File: config.mk
export PLATFORM = sky130hd
export DESIGN_NAME = range_solenoid_sequencer
export DESIGN_NICKNAME = d
export VERILOG_FILES = /design/src/range_solenoid_sequencer.v
export VERILOG_INCLUDE_DIRS = /design/src
export SDC_FILE = /design/constraint.sdc
export NUM_CORES = 1
export LEC_CHECK = 0
export BUFFER_PORTS_ARGS = -buffer_cell sky130_fd_sc_hd__buf_4
export CORE_AREA = 2 2 144 76
export DETAILED_ROUTE_END_ITERATION = 8
export DIE_AREA = 0 0 146 78
export GPL_ROUTABILITY_DRIVEN = 0
export PLACE_DENSITY = 0.78
export SLEW_MARGIN = 10
export SYNTH_ARGS = -nofsm -noshare
export SYNTH_HDL_FRONTEND = slang
export SYNTH_SLANG_ARGS = --single-unit
File: constraint.sdc
create_clock -name clk_sys_i -period 10.77 [get_ports clk_sys_i]
set_clock_uncertainty 0.15 [all_clocks]
set_input_delay 3.231 -clock clk_sys_i [delete_from_list [all_inputs] [get_ports clk_sys_i]]
set_output_delay 3.231 -clock clk_sys_i [all_outputs]
set_load 0.02 [all_outputs]
File: src/range_seq_defs.vh
// constants for the range solenoid sequencer
`ifndef RANGE_SEQ_DEFS_VH
`define RANGE_SEQ_DEFS_VH

// system clock rate in hertz (25 ns period)
`define RSEQ_CLK_HZ          40000000
// free-running step clock period, milliseconds
`define RSEQ_TICK_MS         300
// energize-to-hold delay of the second group after its rise, milliseconds
`define RSEQ_SECOND_HOLD_MS  500
// length of one whole selection pass, milliseconds
`define RSEQ_PASS_MS         1500
// step clock period in system clocks
`define RSEQ_TICK_CYCLES     ((`RSEQ_TICK_MS) * ((`RSEQ_CLK_HZ) / 1000))
// second group delay in system clocks
`define RSEQ_HOLD_CYCLES     ((`RSEQ_SECOND_HOLD_MS) * ((`RSEQ_CLK_HZ) / 1000))
// number of step clocks in one pass
`define RSEQ_PASS_STEPS      3'h5
// step at which the first timing output rises
`define RSEQ_STEP_FIRST      3'h1
// step at which the second timing output rises
`define RSEQ_STEP_SECOND     3'h2

// solenoid circuit bit positions
`define RSEQ_C_ONE_A         0
`define RSEQ_C_ONE_B         1
`define RSEQ_C_TWO_A         2
`define RSEQ_C_THREE_A       3
`define RSEQ_C_THREE_B       4
`define RSEQ_C_FOUR_A        5
`define RSEQ_NUM_CIRCUITS    11

// circuits latched on the first and second timing outputs
`define RSEQ_GROUP_FIRST     11'h7E5
`define RSEQ_GROUP_SECOND    11'h01A

// reset values
`define RSEQ_RANGE_RST       4'h0
`define RSEQ_HOLD_RST        11'h000

`endif

File: src/range_solenoid_sequencer.v
// range solenoid sequencer: range decode, timed latch-in, power fail recycle
`timescale 1ns/10ps
`default_nettype none
`include "range_seq_defs.vh"

module range_solenoid_sequencer #(
	parameter integer TICK_CYCLES = `RSEQ_TICK_CYCLES, // 0.3 s step clock
	parameter integer HOLD_CYCLES = `RSEQ_HOLD_CYCLES  // 0.5 s second group
) (
	input  wire        clk_sys_i,
	input  wire        reset_n_i,
	input  wire        auto_mode_i,
	input  wire [3:0]  manual_range_i,
	input  wire [7:0]  thermo_range_i,
	input  wire        auto_recycle_n_i,
	input  wire        aux_supplies_good_in_i,
	input  wire        control_supply_trip_in_i,
	input  wire        sequence_option_links_i,
	output wire [10:0] coil_hold_o,
	output wire [10:0] coil_energize_o,
	output wire        screen_supply_off_o,
	output wire        selecting_o,
	output wire [3:0]  active_range_o
);

	// sequencer states
	localparam [1:0] ST_IDLE = 2'h0; // range settled
	localparam [1:0] ST_RUN  = 2'h1; // selection pass under way
	localparam [1:0] ST_FAIL = 2'h2; // supplies lost, all released

	// counter end values, cut to counter width on purpose
	localparam [31:0] TICK_LAST = TICK_CYCLES - 1;
	localparam [31:0] HOLD_LAST = HOLD_CYCLES - 1;

	// two-flop synchronisers for all pin inputs (17 lines)
	reg  [16:0] meta_q;       // first stage, read only by sync_q
	reg  [16:0] sync_q;       // second stage, safe to use
	reg         recycle_d1_q; // previous synced auto recycle level

	// sequencer state
	reg  [1:0]  state_q;
	reg  [23:0] tick_cnt_q;   // free-running step clock divider
	reg         tick_q;       // one-cycle step pulse
	reg  [2:0]  step_q;       // timing counter within a pass
	reg  [24:0] hold_cnt_q;   // second group energize timer
	reg         hold_run_q;   // timer active
	reg  [10:0] hold_q;       // latched circuits (low-voltage hold)
	reg  [10:0] energize_q;   // high-voltage energize drive
	reg  [3:0]  range_q;      // range of the running or last pass
	reg         screen_off_q;
	reg         busy_q;

	// synced views
	wire        s_auto     = sync_q[0];
	wire [3:0]  s_manual   = sync_q[4:1];
	wire [7:0]  s_thermo   = sync_q[12:5];
	wire        s_recycle  = sync_q[13];
	wire        s_aux_good = sync_q[14];
	wire        s_trip     = sync_q[15];
	wire        s_link_a   = sync_q[16];

	// decoded request and its circuit set
	reg  [3:0]  req_range;
	reg  [10:0] req_mask;
	reg  [10:0] run_mask;     // set of the range now being passed
	reg  [3:0]  ones;
	integer     i;

	// supply failure: aux good low or control trip high
	wire        supply_fail = ~s_aux_good | s_trip;
	// falling edge of the automatic recycle request
	wire        auto_recycle = s_auto & recycle_d1_q & ~s_recycle;
	wire        req_valid    = (req_range != 4'h0);
	// any new range or recycle request starts a pass
	wire        start_req = req_valid &
		((req_range != range_q) | auto_recycle);

	// range set for a circuit pattern; link position A skips stage n-1
	function [10:0] range_mask;
		input [3:0] rng;
		input       link_a;
		integer     n;
		begin
			range_mask = `RSEQ_HOLD_RST;
			case (rng)
				4'h1: range_mask = 11'h003; // stage one a and b
				4'h2: range_mask = 11'h005; // one a, two a
				4'h3: range_mask = 11'h01D; // one a, two a, both three
				default: begin
					if (rng <= 4'h9) begin
						range_mask[`RSEQ_C_TWO_A]   = 1'b1;
						range_mask[`RSEQ_C_THREE_A] = 1'b1;
						range_mask[`RSEQ_C_THREE_B] = 1'b1;
						// stage-A circuits four up to the range
						for (n = 4; n <= 9; n = n + 1) begin
							if (n <= rng)
								range_mask[n + 1] = 1'b1;
						end
						// default links drop stage n-1; range four drops
						// three a, not three b
						if (link_a && rng == 4'h4)
							range_mask[`RSEQ_C_THREE_A] = 1'b0;
						else if (link_a)
							range_mask[rng] = 1'b0;
					end
				end
			endcase
		end
	endfunction

	// range decode: manual switch, or count of thermometer ones
	always @* begin
		ones = 4'h0;
		// thermometer code: each set line adds one range
		for (i = 0; i < 8; i = i + 1)
			ones = ones + {3'h0, s_thermo[i]};
		if (s_auto)
			req_range = ones + 4'h1;
		else if (s_manual <= 4'h9)
			req_range = s_manual; // zero during switch travel: ignored
		else
			req_range = 4'h0;
		req_mask = range_mask(req_range, s_link_a);
		// steps follow the latched range, so switch travel mid-pass
		// cannot pull in a wrong set
		run_mask = range_mask(range_q, s_link_a);
	end

	// input synchronisers
	always @(posedge clk_sys_i or negedge reset_n_i) begin
		if (!reset_n_i) begin
			meta_q       <= 17'h00000;
			sync_q       <= 17'h00000;
			recycle_d1_q <= 1'b1;
		end else begin
			meta_q       <= {sequence_option_links_i,
				control_supply_trip_in_i, aux_supplies_good_in_i,
				auto_recycle_n_i, thermo_range_i, manual_range_i,
				auto_mode_i};
			sync_q       <= meta_q;
			recycle_d1_q <= s_recycle;
		end
	end

	// free-running step clock; never reset by the sequence
	always @(posedge clk_sys_i or negedge reset_n_i) begin
		if (!reset_n_i) begin
			tick_cnt_q <= 24'h000000;
			tick_q     <= 1'b0;
		end else if (tick_cnt_q == TICK_LAST[23:0]) begin
			tick_cnt_q <= 24'h000000;
			tick_q     <= 1'b1;
		end else begin
			tick_cnt_q <= tick_cnt_q + 24'h000001;
			tick_q     <= 1'b0;
		end
	end

	// selection sequencer
	always @(posedge clk_sys_i or negedge reset_n_i) begin
		if (!reset_n_i) begin
			state_q      <= ST_FAIL;
			step_q       <= 3'h0;
			hold_cnt_q   <= 25'h0000000;
			hold_run_q   <= 1'b0;
			hold_q       <= `RSEQ_HOLD_RST;
			energize_q   <= `RSEQ_HOLD_RST;
			range_q      <= `RSEQ_RANGE_RST;
			screen_off_q <= 1'b1;
			busy_q       <= 1'b1;
		end else if (supply_fail) begin
			// recycle: drop every circuit and wait
			state_q      <= ST_FAIL;
			hold_q       <= `RSEQ_HOLD_RST;
			energize_q   <= `RSEQ_HOLD_RST;
			hold_run_q   <= 1'b0;
			screen_off_q <= 1'b1;
			busy_q       <= 1'b1;
			range_q      <= `RSEQ_RANGE_RST; // forces a fresh pass
		end else if (start_req) begin
			// supplies back, new range or mid-pass request
			state_q      <= ST_RUN;
			range_q      <= req_range;
			step_q       <= 3'h0;
			screen_off_q <= 1'b1;
			busy_q       <= 1'b1;
			hold_run_q   <= 1'b0;
			// release unneeded circuits; a circuit cut off mid pull-in
			// is released too so the new pass energizes it again
			hold_q       <= hold_q & req_mask & ~energize_q;
			energize_q   <= `RSEQ_HOLD_RST;
		end else begin
			// second group energize timer
			if (hold_run_q) begin
				if (hold_cnt_q == HOLD_LAST[24:0]) begin
					hold_run_q <= 1'b0;
					energize_q <= energize_q & ~`RSEQ_GROUP_SECOND;
				end else begin
					hold_cnt_q <= hold_cnt_q + 25'h0000001;
				end
			end
			case (state_q)
				ST_RUN: begin
					if (tick_q) begin
						step_q <= step_q + 3'h1;
						if (step_q + 3'h1 == `RSEQ_STEP_FIRST) begin
							// first output: latch new group one
							hold_q     <= hold_q | (run_mask &
								`RSEQ_GROUP_FIRST);
							energize_q <= energize_q | (run_mask &
								`RSEQ_GROUP_FIRST & ~hold_q);
						end else if (step_q + 3'h1 == `RSEQ_STEP_SECOND)
						begin
							// second output: group two in, group one to
							// holding only
							hold_q     <= hold_q | (run_mask &
								`RSEQ_GROUP_SECOND);
							energize_q <= (energize_q &
								~`RSEQ_GROUP_FIRST) | (run_mask &
								`RSEQ_GROUP_SECOND & ~hold_q);
							hold_cnt_q <= 25'h0000000;
							hold_run_q <= 1'b1;
						end else if (step_q + 3'h1 == `RSEQ_PASS_STEPS)
						begin
							// pass over after five steps
							state_q      <= ST_IDLE;
							screen_off_q <= 1'b0;
							busy_q       <= 1'b0;
						end
					end
				end
				ST_IDLE: begin
					// settled; requests handled above
					screen_off_q <= 1'b0;
				end
				ST_FAIL: begin
					// supplies good but no valid request yet: stay off
					screen_off_q <= 1'b1;
				end
				default: begin
					state_q <= ST_FAIL;
				end
			endcase
		end
	end

	// outputs straight from flops
	assign coil_hold_o         = hold_q;
	assign coil_energize_o     = energize_q;
	assign screen_supply_off_o = screen_off_q;
	assign selecting_o         = busy_q;
	assign active_range_o      = range_q;

endmodule
`default_nettype wire

==> impl_metrics.tcl <==
set metrics [dict create \
    syn_inst 593 \
    cts.path.max_buffers 2 \
    outcome "completed" \
    hp-class "register to register" \
    start_util_pct 58.72 \
    ant_nets 0 \
    synth-seq-cells 119 \
    wl_per_cell_um 17.33 \
    syn_to_final_growth_pct 17.27 \
    ys_seq_area_share_pct 50.70 \
    syn_avg_cell_area_um2 9.921 \
    vias 4854 \
    cpPeakStageDelay_ns 0.59 \
    fin_crit_sh_pct 45.95 \
    crit_arrival_ns 5.10 \
    worstSetupStartpointType "register" \
    cts_buffers 17 \
    root_buffer "clkbuf_16" \
    hold_path.startpoint "meta_q[5]" \
    powerDensity_nw_per_um2 166.0 \
    fp.dieW_um 146 \
    hold_violations 0 \
    min_path_cells 0 \
    r2r_start "sync_q[5]" \
    synthArstFlopShare_pct 100.0 \
    slew_headroom_pct 41.56 \
    power_frac_seq_pct 41.0 \
    slew_violations 0 \
    final_nets 670 \
    vias_per_cell 6.129 \
    worstRegToRegCells 15 \
    grt.overflow.total 0 \
    postCtsResizedCells 0 \
    track_usage_pct 26.03 \
    cp_common_cell "fa_1" \
    drv_cap 0 \
    drive_above_1_share_pct 16.72 \
    p_clk_share_pct 45.7 \
    worstPathCellList "inv_1 -> ha_1 -> fa_1 -> fa_1 -> inv_1 -> fa_1 -> inv_1 -> fa_1 -> xnor2_1 -> a21oi_1 -> xnor2_1 -> o41ai_4 -> buf_4 -> nand3_2 -> o311ai_1" \
    fmax_mhz 202.1 \
    synth_warnings 0 \
    top_layer "met4" \
    die_area_um2 11390 \
    htree_levels 4 \
    grt_max_degree 68 \
    ff_latch_area_um2 2983 \
    synth-edff-count 0 \
    r2r_slack_ns 5.82 \
    p_sw_share_pct 29.53 \
    initialDrtViolationCount 404 \
    max_slew.worst_pin.slew_ns 0.8699 \
    fill_cells 783 \
    r2r-end "hold_cnt_q[16]" \
    p_int_uw 806.8 \
    cts_setup_buffers 0 \
    postCtsHoldBufs 0 \
    dp.cells 760 \
    rows 26 \
    grt_pass1_wl_mm 23.65 \
    num_antenna_cells 0 \
    cts_tree "built" \
    peakVddDrop_v 0.00009746 \
    dp_hpwl_mm 8.688 \
    leakagePower_nw 2.967 \
    grt_antenna_before_repair 0 \
    rsz0062_at_grt "no" \
    synth.distinct_cells 69 \
    multi_input_area_um2 2683 \
    met2_length_mm 6.688 \
    drc_errors 0 \
    ios 47 \
    min_to "sync_q[5]" \
    switchingPower_uw 338.1 \
    wirelength_met1_mm 5.998 \
    port_buffers 46 \
    cp_slowest_cell "a21oi_1" \
    route.met3.wl_um 846 \
    stdcell_count 792 \
    netlist_area_um2 5883 \
    combPwrFrac_pct 13.3 \
    fin_setup_tns_ns 0 \
    wl_mm 13.73 \
    die_y_um 78 \
    grt_pass1_vias 4812 \
    path_class "register to register" \
    required_ns 10.92 \
    cp_max_fo 20 \
    clock-sinks 119 \
    first_pass_iters 5 \
    final.min_clock_period_ns 4.949 \
    syn_nets 624 \
    clk_latency_ns 0.42 \
    synth_flop_cell "dfrtp_1" \
    clk_pin_slew_ns 0.06 \
    core_area_um2 10020 \
    cp-end-kind "register" \
    finalSetupViolCount 0 \
]
[metal layers]
metal,global-route usage [%],vias up
met5,0,-
met4,10.19,0
met3,5.176,21
met2,43.16,204
met1,34.22,2366
li1,-,2263
[power by group through the flow]
stage / registers, mW / clock network (mW) / logic (mW)
global placement: 0.476 / 0 / 0.146
floorplan: 0.473 / 0 / 0.108
finish: 0.469 / 0.524 / 0.152
global route: 0.470 / 0.554 / 0.168
detailed placement: 0.477 / 0 / 0.149
CTS: 0.469 / 0.530 / 0.151
[cell families (layout without fill, tap and decap cells)]
| group | Yosys count | in the layout | synth area share (%) |
|---|---|---|---|
| AO/OA/AOI/OAI | 146 | 146 | 17.61 |
| XOR/XNOR | 26 | 26 | 3.871 |
| adder cells (fa/ha/maj) | 12 | 12 | 3.063 |
| buffers and inverters | 55 | 114 | 3.807 |
| flip-flops | 119 | 119 | 50.70 |
| multiplexers | 4 | 4 | 0.7231 |
| AND/OR/NAND/NOR | 231 | 231 | 20.23 |
[synthesized netlist by cell type, drive strengths merged, types with 5 or more instances]
cell type	n	area, um2
and3	10	62.56
o311ai	5	43.79
a22o	5	43.79
and2	6	40.04
or3	6	37.54
xnor2	9	78.83
dfrtp	115	2878
nand2	39	146.4
nor2	57	214.0
inv	27	101.4
o31ai	23	182.7
clkbuf	18	67.56
o21ai	26	130.1
buf	10	55.05
nor2b	8	50.05
nand3	42	215.2
nand4	13	81.33
nor3	16	85.08
a21oi	29	145.1
xor2	17	148.9
o22ai	7	43.79
ha	8	100.1
a31oi	14	87.58
nor4	9	56.30
[sequential cells by signal (all words and copies together), names as in the netlist, 2 cells and up]
| register | count |
|---|---|
| coil_energize_o | 11 |
| active_range_o | 4 |
| sync_q | 17 |
| tick_cnt_q | 24 |
| hold_cnt_q | 25 |
| step_q | 3 |
| coil_hold_o | 11 |
| meta_q | 17 |
| state_q | 2 |
[how the worst max path moves through the flow]
stage | start | to | depth (start not counted)
2_1_floorplan | sync_q[5] | hold_cnt_q[12] | 16
3_3_place_gp | reset_n_i | hold_cnt_q[14] | 2
3_5_place_dp | sync_q[5] | hold_cnt_q[16] | 15
4_1_cts | sync_q[5] | hold_cnt_q[22] | 15
5_1_grt | sync_q[5] | hold_cnt_q[11] | 15
6_report | sync_q[5] | hold_cnt_q[16] | 15
[per-stage QoR]
step / hold WS (ns) / area, um2 / setup slack, ns / utilization [%] / power, mW
3_5_place_dp: 0.1864 / 6349 / 5.899 / 63.36 / 0.6260
4_1_cts: 0.2010 / 6893 / 5.869 / 68.79 / 1.149
2_1_floorplan: 0.1812 / 5883 / 6.503 / - / 0.5802
6_report: 0.1985 / 6899 / 5.821 / 68.86 / 1.145
3_3_place_gp: 0.1817 / 6349 / 5.984 / 63.36 / 0.6223
5_1_grt: 0.2074 / 6899 / 5.458 / 68.86 / 1.192
[worst max-delay path: cells and delay by family, from the launching register on]
kind / cells / cell delay, ns
XOR/XNOR: 2 / 0.40
adder cells (fa/ha/maj): 5 / 1.75
AO/OA/AOI/OAI: 3 / 1.29
flip-flops: 1 / 0.32
buffers and inverters: 4 / 0.47
AND/OR/NAND/NOR: 1 / 0.44
[area by class of cell]
| class | count | area share, % |
|---|---|---|
| clock buffers | 18 | 6.221 |
| well taps | 140 | 2.539 |
| repair buffers | 55 | 5.985 |
| inverters | 27 | 1.469 |
| clock inverters | 14 | 1.668 |
| multi-input cells | 419 | 38.88 |
| flip-flops and latches | 119 | 43.24 |
[cells in the final DEF (no fill, tap or decap), types with 4 or more instances in the layout]
cell type | netlist | layout
dfrtp_1 | 115 | 115
nor2_1 | 57 | 57
buf_4 | 0 | 55
nand3_1 | 41 | 41
nand2_1 | 39 | 39
a21oi_1 | 29 | 29
inv_1 | 27 | 27
o21ai_0 | 26 | 26
o31ai_1 | 21 | 21
xor2_1 | 17 | 17
clkbuf_16 | 0 | 17
nor3_1 | 15 | 15
a31oi_1 | 14 | 14
nand4_1 | 13 | 13
and3_1 | 10 | 10
xnor2_1 | 9 | 9
nor4_1 | 9 | 8
nor2b_1 | 8 | 8
ha_1 | 8 | 8
o22ai_1 | 7 | 7
or3_1 | 6 | 6
inv_6 | 0 | 6
a22o_1 | 5 | 5
and2_1 | 5 | 5
o311ai_1 | 5 | 5
o211ai_1 | 4 | 4
nor3b_1 | 4 | 4
nand3b_1 | 4 | 4
a32o_1 | 4 | 4
a211oi_1 | 4 | 4
fa_1 | 4 | 4
dfstp_2 | 4 | 4
Note: power is estimated with default switching activity, not from simulation.
